[src/clp_pkg.sv]
// Constants, register map and carrier types of the charge-limit and thermal policy block
// Assumes one 200 MHz clock and a 32-bit AXI4-Lite register port
`default_nettype none
package clp_pkg;
  localparam int AXI_ADDR_W = 12;
  // Register indices; the byte address is four times the index
  localparam logic [9:0] IDX_CONFIG = 10'h001;
  localparam logic [9:0] IDX_STATUS = 10'h003;
  localparam logic [9:0] IDX_SHORT = 10'h00b;
  localparam logic [9:0] IDX_VINMIN = 10'h016;
  localparam logic [9:0] IDX_FAST = 10'h018;
  localparam logic [9:0] IDX_PRECHG = 10'h019;
  localparam logic [9:0] IDX_ZONE = 10'h01c;
  localparam logic [9:0] IDX_INPCT = 10'h020;
  localparam logic [9:0] IDX_SETPT = 10'h021;
  localparam logic [1:0] RESP_OKAY = 2'h0;
  localparam logic [1:0] RESP_SLVERR = 2'h2;
  // Field positions
  localparam int CFG_THERM_DIS_BIT = 0;
  localparam int ST_IIN_BIT = 0;
  localparam int ST_VIN_BIT = 1;
  localparam int ZN_DIS_BIT = 0;
  localparam int ZN_COLD_LSB = 1;
  localparam int ZN_WARM_I_BIT = 3;
  localparam int ZN_WARM_V_LSB = 4;
  // Values after reset
  localparam logic CFG_RST = 1'b0;
  localparam logic [1:0] SHORT_RST = 2'h0;
  localparam logic [1:0] PRECHG_RST = 2'h0;
  localparam logic [6:0] VINMIN_RST = 7'h00;
  localparam logic [6:0] FAST_RST = 7'h64;
  localparam logic [6:0] INPCT_RST = 7'h64;
  localparam logic [6:0] ZONE_RST = 7'h00;
  // Current and voltage figures
  localparam logic [3:0] DEAD_BATTERY_MA = 4'ha;
  localparam logic [6:0] PCT_NONE = 7'h00;
  localparam logic [6:0] PCT_MIN = 7'h01;
  localparam logic [6:0] PCT_QUARTER = 7'h19;
  localparam logic [6:0] PCT_HALF = 7'h32;
  localparam logic [6:0] PCT_MAX = 7'h64;
  localparam logic [19:0] PCT_DIV = 20'h00064;
  localparam logic [14:0] VIN_BASE_MV = 15'h0fa0;
  localparam logic [14:0] VIN_STEP_MV = 15'h0064;
  localparam logic [6:0] SHORT_PCT [4] = '{7'h01, 7'h02, 7'h04, 7'h08};
  localparam logic [6:0] PRECHG_PCT [4] = '{7'h05, 7'h0a, 7'h0f, 7'h14};
  localparam logic [9:0] WARM_DROP_MV [8] =
    '{10'h000, 10'h0c8, 10'h12c, 10'h190, 10'h1c2, 10'h1f4, 10'h258, 10'h2ee};

  typedef enum logic [1:0] {
    CLP_PH_DEAD = 2'h0, CLP_PH_SHORT = 2'h1, CLP_PH_PRE = 2'h2, CLP_PH_FAST = 2'h3
  } clp_phase_t;
  typedef enum {CLP_ZN_FROZEN, CLP_ZN_COOL, CLP_ZN_NORMAL, CLP_ZN_WARM, CLP_ZN_HOT} clp_zone_t;
  typedef enum logic [1:0] {CLP_RATE_STOP, CLP_RATE_HALF, CLP_RATE_FULL} clp_rate_t;

  typedef struct packed {
    logic out_of_window;
    logic above_60;
    logic above_45;
    logic below_10;
    logic below_0;
  } clp_temp_t;

  typedef struct packed {
    logic [3:0] fixed_ma;
    logic suspend;
    logic temp_fault;
    logic [6:0] fast_pct;
    logic [6:0] phase_pct;
    logic [9:0] vterm_drop_mv;
    clp_rate_t lowbatt_rate;
    clp_rate_t fast_rate;
  } clp_setpoint_t;
endpackage
`default_nettype wire

[src/clp_policy.sv]
// Charge current setpoints, input limit scaling and battery temperature zone policy
// Assumes analog comparators on the pins, an AXI4-Lite master and the clp_pkg package
// Behaviour
// - Dead battery requests fixed 10 mA
// - Short battery uses 1 to 8 percent
// - Precharge uses 5 to 20 percent
// - Input limit is hardware maximum times percent
// - Percent code kept; 0 acts 1, above 100 acts 100
// - Input current flag while current regulating
// - Current regulation halves both timer rates
// - Minimum input voltage is 4 V plus code tenths
// - Input voltage floor reduces charge current
// - Input voltage flag while voltage regulating
// - Voltage regulation halves both timer rates
// - Thermistor disable ignores temperature input entirely
// - Temperature outside window faults and stops charging
// - Below 0 C suspend charging and timers
// - Stopped timers hold counts and resume
// - Cool zone field scales fast current, timer
// - Warm voltage field lowers termination, halves timer
// - Warm current bit: half current or unchanged
// - Above 60 C suspend charging and timers
//
// Local design decisions: the placing of the registers and the AXI4-Lite register port.
`default_nettype none
module clp_policy
  import clp_pkg::*;
(
  input wire logic aclk,
  input wire logic aresetn,
  input wire logic [AXI_ADDR_W-1:0] awaddr,
  input wire logic awvalid,
  output logic awready,
  input wire logic [31:0] wdata,
  input wire logic [3:0] wstrb,
  input wire logic wvalid,
  output logic wready,
  output logic [1:0] bresp,
  output logic bvalid,
  input wire logic bready,
  input wire logic [AXI_ADDR_W-1:0] araddr,
  input wire logic arvalid,
  output logic arready,
  output logic [31:0] rdata,
  output logic [1:0] rresp,
  output logic rvalid,
  input wire logic rready,
  input wire logic [1:0] charge_phase_pin,
  input wire logic charge_mode_pin,
  input wire logic reverse_supply_mode,
  input wire clp_temp_t thermistor_input,
  input wire logic input_current_at_limit,
  input wire logic input_voltage_at_min,
  input wire logic [12:0] hw_input_current_max,
  output clp_setpoint_t setpoint,
  output logic [12:0] effective_input_limit,
  output logic [14:0] min_input_voltage_mv,
  output logic charge_reduce,
  output logic input_current_reg_flag,
  output logic input_voltage_reg_flag
);
  localparam int SYNC_W = 24;

  // Checks wait one edge past release, when the synchronous reset has reached every flop
  logic asrt_live_reg;
  always_ff @(posedge aclk) begin
    asrt_live_reg <= aresetn;
  end

  // Every pin is asynchronous to aclk; the limit value is treated as quasi-static
  logic [SYNC_W-1:0] pin_raw;
  logic [SYNC_W-1:0] pin_sync;
  assign pin_raw = {hw_input_current_max, charge_phase_pin, charge_mode_pin,
                    reverse_supply_mode, input_current_at_limit, input_voltage_at_min,
                    thermistor_input};

  for (genvar i = 0; i < SYNC_W; i++) begin : g_sync
    logic meta_reg;
    logic hold_reg;
    always_ff @(posedge aclk) begin
      if (!aresetn) begin
        meta_reg <= 1'b0;
        hold_reg <= 1'b0;
      end else begin
        meta_reg <= pin_raw[i];
        hold_reg <= meta_reg;
      end
    end
    assign pin_sync[i] = hold_reg;
  end

  clp_temp_t temp_s;
  logic vin_s;
  logic iin_s;
  logic rev_s;
  logic chg_s;
  clp_phase_t phase_s;
  logic [12:0] hwmax_s;
  assign temp_s = clp_temp_t'(pin_sync[4:0]);
  assign vin_s = pin_sync[5];
  assign iin_s = pin_sync[6];
  assign rev_s = pin_sync[7];
  assign chg_s = pin_sync[8];
  assign phase_s = clp_phase_t'(pin_sync[10:9]);
  assign hwmax_s = pin_sync[23:11];

  // Configuration registers
  logic therm_dis_reg;
  logic [1:0] short_sel_reg;
  logic [1:0] pre_sel_reg;
  logic [6:0] vinmin_reg;
  logic [6:0] fast_reg;
  logic [6:0] inpct_reg;
  logic [6:0] zone_cfg_reg;
  logic zoned_dis;
  logic [1:0] cold_sel;
  logic warm_i;
  logic [2:0] warm_v;
  assign zoned_dis = zone_cfg_reg[ZN_DIS_BIT];
  assign cold_sel = zone_cfg_reg[ZN_COLD_LSB +: 2];
  assign warm_i = zone_cfg_reg[ZN_WARM_I_BIT];
  assign warm_v = zone_cfg_reg[ZN_WARM_V_LSB +: 3];

  function automatic logic [6:0] clamp_pct(input logic [6:0] code);
    if (code == 7'h00) begin
      return PCT_MIN;
    end else if (code > PCT_MAX) begin
      return PCT_MAX;
    end
    return code;
  endfunction

  // AXI4-Lite write path: address and data may arrive in either order
  logic aw_held_reg;
  logic w_held_reg;
  logic [AXI_ADDR_W-1:0] awaddr_reg;
  logic [31:0] wdata_reg;
  logic wstrb0_reg;
  logic bvalid_reg;
  logic [1:0] bresp_reg;
  logic do_write;
  logic wr_hit;
  assign awready = !aw_held_reg && !bvalid_reg;
  assign wready = !w_held_reg && !bvalid_reg;
  assign do_write = aw_held_reg && w_held_reg && !bvalid_reg;
  assign bvalid = bvalid_reg;
  assign bresp = bresp_reg;

  always_comb begin
    wr_hit = 1'b0;
    if (awaddr_reg[AXI_ADDR_W-1:2] == IDX_CONFIG || awaddr_reg[AXI_ADDR_W-1:2] == IDX_STATUS ||
        awaddr_reg[AXI_ADDR_W-1:2] == IDX_SHORT || awaddr_reg[AXI_ADDR_W-1:2] == IDX_VINMIN ||
        awaddr_reg[AXI_ADDR_W-1:2] == IDX_FAST || awaddr_reg[AXI_ADDR_W-1:2] == IDX_PRECHG ||
        awaddr_reg[AXI_ADDR_W-1:2] == IDX_ZONE || awaddr_reg[AXI_ADDR_W-1:2] == IDX_INPCT ||
        awaddr_reg[AXI_ADDR_W-1:2] == IDX_SETPT) begin
      wr_hit = 1'b1;
    end
  end

  always_ff @(posedge aclk) begin
    if (!aresetn) begin
      aw_held_reg <= 1'b0;
      w_held_reg <= 1'b0;
      awaddr_reg <= '0;
      wdata_reg <= '0;
      wstrb0_reg <= 1'b0;
      bvalid_reg <= 1'b0;
      bresp_reg <= RESP_OKAY;
    end else begin
      if (awvalid && awready) begin
        aw_held_reg <= 1'b1;
        awaddr_reg <= awaddr;
      end
      if (wvalid && wready) begin
        w_held_reg <= 1'b1;
        wdata_reg <= wdata;
        wstrb0_reg <= wstrb[0];
      end
      if (do_write) begin
        aw_held_reg <= 1'b0;
        w_held_reg <= 1'b0;
        bvalid_reg <= 1'b1;
        bresp_reg <= wr_hit ? RESP_OKAY : RESP_SLVERR;
      end else if (bvalid_reg && bready) begin
        bvalid_reg <= 1'b0;
      end
    end
  end

  // Every field sits in byte lane 0; status and setpoint words ignore writes
  always_ff @(posedge aclk) begin
    if (!aresetn) begin
      therm_dis_reg <= CFG_RST;
      short_sel_reg <= SHORT_RST;
      pre_sel_reg <= PRECHG_RST;
      vinmin_reg <= VINMIN_RST;
      fast_reg <= FAST_RST;
      inpct_reg <= INPCT_RST;
      zone_cfg_reg <= ZONE_RST;
    end else if (do_write && wstrb0_reg) begin
      case (awaddr_reg[AXI_ADDR_W-1:2])
        IDX_CONFIG: therm_dis_reg <= wdata_reg[CFG_THERM_DIS_BIT];
        IDX_SHORT: short_sel_reg <= wdata_reg[1:0];
        IDX_PRECHG: pre_sel_reg <= wdata_reg[1:0];
        IDX_VINMIN: vinmin_reg <= wdata_reg[6:0];
        IDX_FAST: fast_reg <= wdata_reg[6:0];
        IDX_INPCT: inpct_reg <= wdata_reg[6:0];
        IDX_ZONE: zone_cfg_reg <= wdata_reg[6:0];
        default: begin
        end
      endcase
    end
  end

  // AXI4-Lite read path: one cycle from address to data
  logic rvalid_reg;
  logic [31:0] rdata_reg;
  logic [1:0] rresp_reg;
  logic [31:0] rd_word;
  logic rd_hit;
  logic iin_flag_reg;
  logic vin_flag_reg;
  assign arready = !rvalid_reg;
  assign rvalid = rvalid_reg;
  assign rdata = rdata_reg;
  assign rresp = rresp_reg;

  always_comb begin
    rd_word = '0;
    rd_hit = 1'b1;
    case (araddr[AXI_ADDR_W-1:2])
      IDX_CONFIG: rd_word[CFG_THERM_DIS_BIT] = therm_dis_reg;
      IDX_STATUS: begin
        rd_word[ST_IIN_BIT] = iin_flag_reg;
        rd_word[ST_VIN_BIT] = vin_flag_reg;
      end
      IDX_SHORT: rd_word[1:0] = short_sel_reg;
      IDX_PRECHG: rd_word[1:0] = pre_sel_reg;
      IDX_VINMIN: rd_word[6:0] = vinmin_reg;
      IDX_FAST: rd_word[6:0] = fast_reg;
      IDX_INPCT: rd_word[6:0] = inpct_reg;
      IDX_ZONE: rd_word[6:0] = zone_cfg_reg;
      IDX_SETPT: rd_word = {setpoint.fast_rate, setpoint.lowbatt_rate, 1'b0,
                            setpoint.fixed_ma, setpoint.temp_fault, setpoint.suspend,
                            setpoint.phase_pct, 1'b0, setpoint.fast_pct, 6'h00};
      default: rd_hit = 1'b0;
    endcase
  end

  always_ff @(posedge aclk) begin
    if (!aresetn) begin
      rvalid_reg <= 1'b0;
      rdata_reg <= '0;
      rresp_reg <= RESP_OKAY;
    end else if (arvalid && arready) begin
      rvalid_reg <= 1'b1;
      rdata_reg <= rd_word;
      rresp_reg <= rd_hit ? RESP_OKAY : RESP_SLVERR;
    end else if (rvalid_reg && rready) begin
      rvalid_reg <= 1'b0;
    end
  end

  // Regulation loops only count while the charger is in charge mode
  always_ff @(posedge aclk) begin
    if (!aresetn) begin
      iin_flag_reg <= 1'b0;
      vin_flag_reg <= 1'b0;
      charge_reduce <= 1'b0;
    end else begin
      iin_flag_reg <= iin_s && chg_s;
      vin_flag_reg <= vin_s && chg_s;
      charge_reduce <= (iin_s || vin_s) && chg_s;
    end
  end
  assign input_current_reg_flag = iin_flag_reg;
  assign input_voltage_reg_flag = vin_flag_reg;

  // Input limit and voltage floor, recomputed every cycle
  logic [19:0] inpct_prod;
  logic [19:0] inpct_quot;
  assign inpct_prod = 20'(hwmax_s) * 20'(clamp_pct(inpct_reg));
  assign inpct_quot = inpct_prod / PCT_DIV;

  always_ff @(posedge aclk) begin
    if (!aresetn) begin
      effective_input_limit <= '0;
      min_input_voltage_mv <= VIN_BASE_MV;
    end else begin
      effective_input_limit <= inpct_quot[12:0];
      min_input_voltage_mv <= VIN_BASE_MV + 15'(vinmin_reg) * VIN_STEP_MV;
    end
  end

  // Temperature zone; fixed comparator points are the hardware's, not software's
  clp_zone_t zone_reg;
  logic temp_fault_reg;
  always_ff @(posedge aclk) begin
    if (!aresetn) begin
      zone_reg <= CLP_ZN_NORMAL;
      temp_fault_reg <= 1'b0;
    end else begin
      temp_fault_reg <= !therm_dis_reg && temp_s.out_of_window && (chg_s || rev_s);
      if (therm_dis_reg || zoned_dis) begin
        zone_reg <= CLP_ZN_NORMAL;
      end else if (temp_s.below_0) begin
        zone_reg <= CLP_ZN_FROZEN;
      end else if (temp_s.above_60) begin
        zone_reg <= CLP_ZN_HOT;
      end else if (temp_s.below_10) begin
        zone_reg <= CLP_ZN_COOL;
      end else if (temp_s.above_45) begin
        zone_reg <= CLP_ZN_WARM;
      end else begin
        zone_reg <= CLP_ZN_NORMAL;
      end
    end
  end

  // Setpoint decode
  clp_setpoint_t sp;
  logic stop_all;
  logic fast_half;
  logic [6:0] zone_pct;
  always_comb begin
    stop_all = 1'b0;
    fast_half = 1'b0;
    zone_pct = PCT_MAX;
    sp = '0;
    case (zone_reg)
      CLP_ZN_FROZEN, CLP_ZN_HOT: stop_all = 1'b1;
      CLP_ZN_COOL: begin
        case (cold_sel)
          2'h0: stop_all = 1'b1;
          2'h1: begin
            zone_pct = PCT_QUARTER;
            fast_half = 1'b1;
          end
          2'h2: begin
            zone_pct = PCT_HALF;
            fast_half = 1'b1;
          end
          default: zone_pct = PCT_MAX;
        endcase
      end
      CLP_ZN_WARM: begin
        if (warm_v != 3'h0) begin
          sp.vterm_drop_mv = WARM_DROP_MV[warm_v];
          fast_half = 1'b1;
        end else if (!warm_i) begin
          zone_pct = PCT_HALF;
          fast_half = 1'b1;
        end
      end
      default: zone_pct = PCT_MAX;
    endcase
    sp.suspend = stop_all || temp_fault_reg;
    sp.temp_fault = temp_fault_reg;
    sp.fast_pct = clamp_pct(fast_reg);
    case (phase_s)
      CLP_PH_DEAD: begin
        sp.phase_pct = PCT_NONE;
        sp.fixed_ma = sp.suspend ? 4'h0 : DEAD_BATTERY_MA;
      end
      CLP_PH_SHORT: sp.phase_pct = SHORT_PCT[short_sel_reg];
      CLP_PH_PRE: sp.phase_pct = PRECHG_PCT[pre_sel_reg];
      default: sp.phase_pct = zone_pct;
    endcase
    // A stopped rate freezes the timer counts in place instead of clearing them
    if (sp.suspend) begin
      sp.fast_rate = CLP_RATE_STOP;
      sp.lowbatt_rate = CLP_RATE_STOP;
    end else begin
      sp.fast_rate = (fast_half || iin_flag_reg || vin_flag_reg) ? CLP_RATE_HALF
                                                                 : CLP_RATE_FULL;
      sp.lowbatt_rate = (iin_flag_reg || vin_flag_reg) ? CLP_RATE_HALF
                                                       : CLP_RATE_FULL;
    end
  end

  always_ff @(posedge aclk) begin
    if (!aresetn) begin
      setpoint <= '0;
    end else begin
      setpoint <= sp;
    end
  end
endmodule
`default_nettype wire

[config.mk]
export PLATFORM = sky130hd
export DESIGN_NAME = clp_policy
export DESIGN_NICKNAME = d
export VERILOG_FILES = /design/src/clp_pkg.sv /design/src/clp_policy.sv
export SDC_FILE = /design/constraint.sdc
export NUM_CORES = 1
export LEC_CHECK = 0
export BUFFER_PORTS_ARGS = -buffer_cell sky130_fd_sc_hd__buf_2
export CAP_MARGIN = 10
export CELL_PAD_IN_SITES_DETAIL_PLACEMENT = 1
export CELL_PAD_IN_SITES_GLOBAL_PLACEMENT = 2
export CORE_MARGIN = 8
export CORE_UTILIZATION = 30
export CTS_CLUSTER_DIAMETER = 200
export DETAILED_ROUTE_END_ITERATION = 8
export GPL_ROUTABILITY_DRIVEN = 0
export GPL_TIMING_DRIVEN = 0
export PLACE_DENSITY_LB_ADDON = 0.1
export SYNTH_ARGS = -nofsm -noshare
export SYNTH_HDL_FRONTEND = slang
export SYNTH_SLANG_ARGS = --single-unit
[constraint.sdc]
create_clock -name aclk -period 11.3 [get_ports aclk]
set_clock_uncertainty 0.05 [all_clocks]
set_input_delay 0 -clock aclk [delete_from_list [all_inputs] [get_ports aclk]]
set_output_delay 0 -clock aclk [all_outputs]
set_load 0.02 [all_outputs]
# After elaboration in Yosys (flattened, before gate mapping)
# Memory sizes are Yosys's and may differ from the RTL's. A register that Yosys moved wholly into a read port is not among the register bits.
# Cells that the tools add are included.
[word_totals]
reg_bits = 229
rom_bits = 80
inputBits = 91
word_cells = 228
mem_count = 1
[classes]
addsub = 1
mul = 2
n_div = 1
n_lt_le_gt_ge = 4
n_eq_ne = 25
muxes = 46
n_bitwise = 4
n_reduce_logical = 62
[memory_table]
columns = ["memory", "words", "word_bits", "read_ports", "rd_clocked_by_memory_dff", "wr", "line", "text"]
rows = [
  ["(no name shown)", 8, 10, 1, 1, 0, "clp_policy.sv:348", "sp.vterm_drop_mv = WARM_DROP_MV[warm_v];"],
]
[ops]
columns = ["cell", "count"]
rows = [
  ["2-to-1 mux 7 bit", 12],
  ["equality test 10 x 5 -> 1 bit, second input constant", 8],
  ["equality test 10 x 6 -> 1 bit, second input constant", 4],
  ["equality test 32 x 1 -> 1 bit, second input constant", 1],
  ["equality test 32 x 2 -> 1 bit, second input constant", 1],
  ["equality test 32 x 3 -> 1 bit, second input constant", 1],
  ["logical NOT 32 bit", 1],
  ["binary-select mux 7 bit (select 2 bit)", 2],
  ["one-hot mux 7 bit (2 select lines)", 2],
  ["2-to-1 mux 25 bit", 1],
  ["one-hot mux 5 bit (5 select lines)", 1],
  ["one-hot mux 7 bit (3 select lines)", 1],
  ["divider 20 x 7 -> 20 bit, second input constant", 1],
  ["equality test 10 x 1 -> 1 bit, second input constant", 2],
  ["equality test 10 x 2 -> 1 bit, second input constant", 2],
  ["equality test 10 x 4 -> 1 bit, second input constant", 2],
  ["multiplier 13 x 7 -> 20 bit", 1],
  ["AND reduction 2 bit", 8],
  ["adder 12 x 14 -> 15 bit, first input constant", 1],
  ["logical AND 1 bit", 15],
  ["logical OR 1 bit", 15],
  ["2-to-1 mux 1 bit", 15],
  ["> comparator 7 bit, second input constant", 2],
  ["logical NOT 7 bit", 2],
  ["other kinds (23)", 44],
]

# Depth between registers and ports, before layout
# Gate-level depths: netlist of the first run.
[depth]
ltp_word = 11
depth_mapped = 55
ltp_nobuf = 48

# Least setup slack after synthesis of the first run
# No wires, ideal clock.
[synth_timing]
path_kind = "register to register"
start = "register inpct_reg[6]"
end = "register effective_input_limit[0]"
setup_ns = 0.092
arrival_time_ns = 12.382
path_slack_ns = -1.224
path_stages_with_launch = 52
n_path_buf = 4
synth_period_minus_slack_ns = 12.524
path_cell_list = "dfxtp_1 > nand2_1 > nor2_1 > nor2_1 > clkbuf_1 > nor2b_1 > fa_1 > inv_1 > fa_1 > inv_1 > fa_1 > inv_1 > fa_1 > inv_1 > ha_1 > and2_4 > a221oi_2 > a21oi_2 > [... 16 more ...] > mux2_2 > buf_6 > nor3_2 > a2bb2oi_2 > a41oi_2 > or2_1 > a22oi_4 > mux2_2 > a221o_1 > nand2_1 > a211o_1 > a32o_1 > a31oi_4 > o32ai_2 > xor2_2 > mux2_4 > a211o_1 > o32ai_1"
[synth_via]
elab_chain_cells = 6
[synth_rtl]
columns = ["element", "line", "text"]
rows = [
  ["start: declaration", "clp_policy.sv:113", "logic [6:0] inpct_reg;"],
  ["start signal: assignment", "clp_policy.sv:207", "IDX_INPCT: inpct_reg <= wdata_reg[6:0];"],
  ["> comparator 7 bit", "clp_policy.sv:127", "end else if (code > PCT_MAX) begin"],
  ["2-to-1 mux 1 bit", "clp_policy.sv:127", ""],
  ["2-to-1 mux 1 bit", "clp_policy.sv:125", "if (code == 7'h00) begin"],
  ["2-to-1 mux 7 bit *", "clp_policy.sv:130", "return code;"],
  ["multiplier 13 x 7 -> 20 bit *", "clp_policy.sv:282", "assign inpct_prod = 20'(hwmax_s) * 20'(clamp_pct(inpct_reg));"],
  ["divider 20 x 7 -> 20 bit *", "clp_policy.sv:283", "assign inpct_quot = inpct_prod / PCT_DIV;"],
  ["end signal: assignment", "clp_policy.sv:290", "effective_input_limit <= inpct_quot[12:0];"],
  ["end: declaration", "clp_policy.sv:56", "output logic [12:0] effective_input_limit,"],
]
# Every way passes the cells marked *; elsewhere a longest branch is shown, timed or not.
# A chain may end at the register's enable or synchronous reset.

# Final worst setup path of the first run
[layout_timing]
start = "register inpct_reg[3]"
end = "register effective_input_limit[0]"
# The elaborated chain is that of the path after synthesis.

==> flow_summary.json, run 1 <==
{
  "outcome": "finished with violations",
  "failed_checks": "setup timing",
  "placed_area_mm2": 0.01563,
  "antenna_found_initial": 2,
  "drtIter0Drc": 533,
  "netlist_instances": 1611,
  "htree_levels": 4,
  "cp-endpoint": "effective_input_limit[0]",
  "postLayoutCellArea_mm2": 0.01882,
  "fin_ws_ns": -1.740,
  "n_antenna_cell": 0,
  "synth_edf_count": 0,
  "syn_to_final_growth_pct": 36.48,
  "path_max_fanout": 7,
  "pin_count": 197,
  "die_x_um": 230.4,
  "p_per_area_mw_per_mm2": 300.1,
  "ant_nets": 0,
  "start_kind": "register",
  "start_util_pct": 30.38,
  "fin_crit_ns": 13.04,
  "wl_per_cell_um": 19.16,
  "drive_gt1_share_pct": 28.09,
  "yosysTopAreaCellShare_pct": 28.17,
  "worstSkewPairLatency_ns": 0.49,
  "r2r-end": "effective_input_limit[0]",
  "netlist_area_mm2": 0.01379,
  "reg2reg_slack_ns": -1.74,
  "cts.sinks": 194,
  "setup_viol_count_final": 3,
  "cpPeakStageDelay_ns": 0.51,
  "worst_r2r_startpoint": "inpct_reg[3]",
  "cts-buffers-inserted": 17,
  "dieArea_mm2": 0.05308,
  "rr_worst_depth": 52,
  "largest_reg_flops": 29,
  "timing.fmax_mhz": 76.69,
  "synth-seq-cells": 194,
  "async_flop_share_pct": 0,
  "yosysTopAreaCell": "dfxtp_1",
  "crit_path_start": "inpct_reg[3]",
  "rows": 78,
  "globalRoute.totalOverflow": 0,
  "hold_slack_ns": 0.04870,
  "synth_area_leaders": "dfxtp_1 28%, fa_1 8.1%, ha_1 7.0%, nand2_1 4.9%, and2_1 4.8%",
  "hold_class": "input port to register",
  "drcViolationCount": 0,
  "maxSlewHeadroom_pct": 22.73,
  "critPathMostFrequentCell": "buf_4",
  "cp_slowest_cell": "fa_1",
  "core_mm2": 0.04538,
  "nNetsFinal": 2201,
  "seq_area_frac_synth_pct": 28.17,
  "finalHoldViolations": 0,
  "io_buffers": 152,
  "first_pass_iters": 5,
  "leakage_nw": 8.269,
  "timing.final.max_slew_violations": 0,
  "dr_total_vias": 12970,
  "period_share_pct": 115.4,
  "crit_required_ns": 11.62,
  "cts_root_buf": "clkbuf_16",
  "yosysUniqueCellTypes": 113,
  "rsz0062_at_grt": "true",
  "synth_warnings": 0,
  "cts_tree": "built",
  "critPathKind": "register to register",
  "arrival_ns": 13.36,
  "worstMarginPinSlew_ns": 1.159,
  "grt_max_degree": 22,
  "fp.dieH_um": 230.4,
  "dp_hpwl_um": 37110,
  "ir_drop_mv": 0.4185,
  "yosysMostFrequentCell": "dfxtp_1",
  "drt-total-wl_um": 49640,
  "end_kind": "register",
  "groute.usage.overall_pct": 18.22,
  "clockBufferDepth": 2,
  "avgSynthCellArea_um2": 8.559,
  "grt_pass1_vias": 13710,
  "synth_ff_type": "dfxtp_1",
  "viasPerCell": 5.007,
  "whs_path_depth": 3,
  "cap_violations": 0,
  "path_clk_slew_ns": 0.10,
  "grt_pass1_wl_um": 77260,
  "synthTopCellsByCount": "194 x dfxtp_1, 180 x nand2_1, 136 x nor2_1"
}
[worst max-delay path, delay by kind of cell, from the launching register on]
| kind | cells | cell delay, ns |
|---|---|---|
| buf+inv | 10 | 1.59 |
| mux | 2 | 0.60 |
| fa+ha+maj | 5 | 2.18 |
| xor+xnor | 1 | 0.26 |
| flops | 1 | 0.38 |
| compound gates | 24 | 5.67 |
| simple gates | 10 | 2.11 |
[area by class of cell]
type,instances,area (µm²)
timing repair buffer,341,2431
inverter,76,285.3
multi-input combinational,1269,10400
tap,600,750.7
fill,5342,26560
sequential,194,3900
clock buffer,17,425.4
clock inverter,15,176.4
buffer,78,446.7
[layer usage]
metal | global-route usage (%) | routed length (µm) | vias to the layer above
li1 | - | - | 6395
met4 | 4.494 | 706 | 0
met1 | 22.09 | 21910 | 6361
met3 | 3.679 | 1486 | 42
met2 | 32.63 | 25530 | 171
met5 | 0 | 0 | -
[worst min-delay path by stage]
| stage | start | to | slack, ns |
|---|---|---|---|
| CTS | aresetn | setpoint[5] | 0.02 |
| detailed placement | rready | rvalid | 0.14 |
| global route | aresetn | setpoint[5] | 0.04 |
| finish | aresetn | setpoint[5] | 0.05 |
| global placement | rready | rvalid | 0.14 |
| floorplan | rready | rvalid | 0.05 |
[power breakdown]
group	switching, mW	leakage [nW]	total [mW]	internal [mW]
registers	0.0186	1.58	0.739	0.720
logic	2.16	6.39	4.28	2.11
clock network	0.333	0.294	0.634	0.301
[cell usage in the layout, fill, tap and decap left out, drive strengths merged, types with 16 or more instances in the layout]
cell type and count:
xor2 20, dlygate4sd3 57, and3 37, nor2b 22, a211oi 19, ha 77
a21oi 105, o21ai 63, nor2 137, mux2i 49, nand3 43, xnor2 37
a21o 18, nand2 180, buf 309, and2 106, fa 56, inv 86
nor3 30, clkbuf 70, dfxtp 194, a31oi 16, nand2b 17, o211ai 19
[kinds of logic (layout without fill, tap and decap cells)]
group / Yosys count / count (layout) / synth area share [%]
AND/OR/NAND/NOR: 640 / 640 / 23.66
flip-flops: 194 / 194 / 28.17
adder cells (fa/ha/maj): 134 / 134 / 15.19
XOR/XNOR: 57 / 57 / 3.784
other: 1 / 11 / 0.02720
multiplexers: 60 / 60 / 4.510
AO/OA/AOI/OAI: 367 / 367 / 19.76
buffers and inverters: 158 / 527 / 4.900
[metrics by stage]
step	util, %	TNS, ns	total power [mW]	setup slack [ns]	instances
after floorplan	-	-0.7356	2.853	-0.6483	1621
after global routing	41.47	-5.967	6.030	-2.188	2590
after CTS	39.47	-3.423	4.638	-1.552	2530
final	41.47	-4.657	5.648	-1.740	2590
after detailed placement	34.44	-8.868	3.438	-3.091	2373
after global placement	34.44	-8.806	3.434	-3.070	2373
[repair_timing]
action                                 in CTS  in global routing
setup endpoints to repair                   5                  4
endpoints found under the hold margin      46                  0
setup buffers                              73                 57
gates cloned                                0                  3
hold buffers                               57                  0
gates resized for setup                   101                103
pin swaps                                  59                 59
No activity file was read; power rests on OpenSTA's default activity.
==> inputs of run 2 (changes only) <==
--- a/config.mk
+++ b/config.mk
@@ -5,7 +5,6 @@
 export SDC_FILE = /design/constraint.sdc
 export NUM_CORES = 1
 export LEC_CHECK = 0
-export BUFFER_PORTS_ARGS = -buffer_cell sky130_fd_sc_hd__buf_2
 export CAP_MARGIN = 10
 export CELL_PAD_IN_SITES_DETAIL_PLACEMENT = 1
 export CELL_PAD_IN_SITES_GLOBAL_PLACEMENT = 2
@@ -13,9 +12,12 @@
 export CORE_UTILIZATION = 30
 export CTS_CLUSTER_DIAMETER = 200
 export DETAILED_ROUTE_END_ITERATION = 8
+export DONT_BUFFER_PORTS = 1
 export GPL_ROUTABILITY_DRIVEN = 0
 export GPL_TIMING_DRIVEN = 0
+export MAX_ROUTING_LAYER = met4
 export PLACE_DENSITY_LB_ADDON = 0.1
+export REMOVE_ABC_BUFFERS = 1
 export SYNTH_ARGS = -nofsm -noshare
 export SYNTH_HDL_FRONTEND = slang
 export SYNTH_SLANG_ARGS = --single-unit
==> flow_summary.json, run 2 (synthesis gave the netlist of run 1 again) <==
{
  "seq_area_mm2": 0.003902,
  "htree_levels": 4,
  "fin_ws_ns": -1.346,
  "core_mm2": 0.04538,
  "timing.fmax_mhz": 79.07,
  "fin_crit_ns": 12.65,
  "drive_gt1_share_pct": 22.71,
  "drt-total-wl_um": 45940,
  "dp_cells": 2143,
  "multiInputGateArea_mm2": 0.01060,
  "ir_drop_mv": 0.3988,
  "drtIter0Drc": 524,
  "leakage_nw": 7.607,
  "instances_no_fill": 2414,
  "comb_power_share_pct": 72.2,
  "path_max_fanout": 8,
  "cts_root_buf": "clkbuf_16",
  "p_sw_mw": 2.394,
  "dieArea_mm2": 0.05308,
  "first_pass_iters": 5,
  "period_share_pct": 111.9,
  "most-common-layout-cells": "189 x dfxtp_1, 170 x nand2_1, 124 x nor2_1, 124 x buf_4",
  "maxSlewHeadroom_pct": 16.17,
  "r2r-end": "effective_input_limit[0]",
  "dp_hpwl_um": 31890,
  "fp.dieH_um": 230.4,
  "worstMarginPinSlew_ns": 1.248,
  "io_buffers": 0,
  "largest_reg_flops": 29,
  "outcome": "finished with violations",
  "start_kind": "register",
  "p_int_mw": 2.774,
  "rsz0062_at_grt": "true",
  "placed_area_mm2": 0.01426,
  "clockBufferDepth": 2,
  "dr_total_vias": 12460,
  "path_clk_slew_ns": 0.09,
  "n_antenna_cell": 0,
  "worst_r2r_startpoint": "inpct_reg[5]",
  "clock_power_share_pct": 13.1,
  "critPathKind": "register to register",
  "grt_max_degree": 86,
  "postLayoutCellArea_mm2": 0.01838,
  "filler_cell_count": 5236,
  "cp_slowest_cell": "fa_1",
  "reg2reg_slack_ns": -1.35,
  "p_seq_share_pct": 14.8,
  "cpPeakStageDelay_ns": 0.50,
  "grt_pass1_vias": 13370,
  "worstSkewPairLatency_ns": 0.49,
  "wl_per_cell_um": 19.03,
  "cts.sinks": 194,
  "hold_class": "input port to register",
  "timing.final.max_slew_violations": 0,
  "groute.usage.overall_pct": 17.62,
  "ant_nets": 0,
  "cts-buffers-inserted": 17,
  "netSwitchingFraction_pct": 46.32,
  "layout_commonest_cell": "dfxtp_1",
  "drcViolationCount": 0,
  "rr_worst_depth": 52,
  "failed_checks": "setup timing",
  "pin_count": 197,
  "start_util_pct": 30.38,
  "antenna_found_initial": 0,
  "viasPerCell": 5.161,
  "fin_tns_setup_ns": -2.791,
  "nNetsFinal": 2025,
  "setup_viol_count_final": 3,
  "grt_pass1_wl_um": 74000,
  "crit_path_start": "inpct_reg[5]",
  "die_x_um": 230.4,
  "crit_required_ns": 11.64,
  "cp-endpoint": "effective_input_limit[0]",
  "p_per_area_mw_per_mm2": 281.2,
  "hold_slack_ns": 0.06746,
  "pre_cts_ws_ns": -4.988,
  "cap_violations": 0,
  "arrival_ns": 12.99,
  "cts_tree": "built",
  "rows": 78,
  "syn_to_final_growth_pct": 33.28,
  "end_kind": "register",
  "globalRoute.totalOverflow": 0,
  "finalHoldViolations": 0
}
==> run 2: worst min-delay path by stage <==
stage                         startpoint                  to  slack (ns)  depth (start not counted)
floorplan                        aresetn         fast_reg[2]        0.01                          1
global placement                 aresetn         fast_reg[6]        0.05                          1
detailed placement                rready              rvalid        0.06                          1
CTS                            araddr[5]            rdata[2]        0.06                          7
global route        input_voltage_at_min  g_sync[5].meta_reg         0.1                          2
finish                           arvalid           rdata[21]        0.07                          3
==> run 2: final cells by class <==
cell class                      count  area share (%)
Clock buffer                       17           2.315
Clock inverter                     15           1.212
Inverter                           76           1.566
Multi-Input combinational cell   1273           57.69
Sequential cell                   194           21.24
Tap cell                          600           4.085
Timing Repair Buffer              239           11.89
==> run 2: metrics by stage <==
stage               total power [mW]  utilization, %
floorplan                      2.723               -
global placement               3.247           31.26
detailed placement             3.251           31.42
CTS                            4.865           39.58
global route                   5.539           40.49
finish                         5.168           40.49
==> run 2: power groups by stage <==
stage | clock, mW | sequential (mW) | combinational, mW
2_1_floorplan | 0 | 0.770 | 1.95
3_3_place_gp | 0 | 0.782 | 2.47
3_5_place_dp | 0 | 0.782 | 2.47
4_1_cts | 0.704 | 0.765 | 3.40
5_1_grt | 0.729 | 0.767 | 4.04
6_report | 0.675 | 0.763 | 3.73
==> run 2: timing repair <==
action                                 CTS  global route
setup endpoints to repair                8             3
setup buffers                          112            23
endpoints found under the hold margin  158             0
pin swaps                               85            51
gates cloned                             4             0
hold buffers                            99             0
gates resized for setup                218            44
==> run 2: layer usage <==
layer / GRT usage, % / wire length [µm] / share of wire, % / up-vias
met5: - / 0 / 0 / -
met4: 5.108 / 879 / 1.9 / 0
met3: 3.593 / 1647 / 3.6 / 57
met2: 30.24 / 23250 / 51 / 187
met1: 20.70 / 20170 / 44 / 6180
li1: - / - / - / 6035
==> run 2: critical path, delay by kind of cell (launching register included) <==
kind | cells | cell delay [ns]
buffers and inverters | 10 | 1.11
adders and majority gates | 5 | 2.19
and+or+nand+nor | 8 | 1.48
muxes | 4 | 1.06
AOI/OAI and AO/OA | 25 | 6.23
DFF | 1 | 0.41
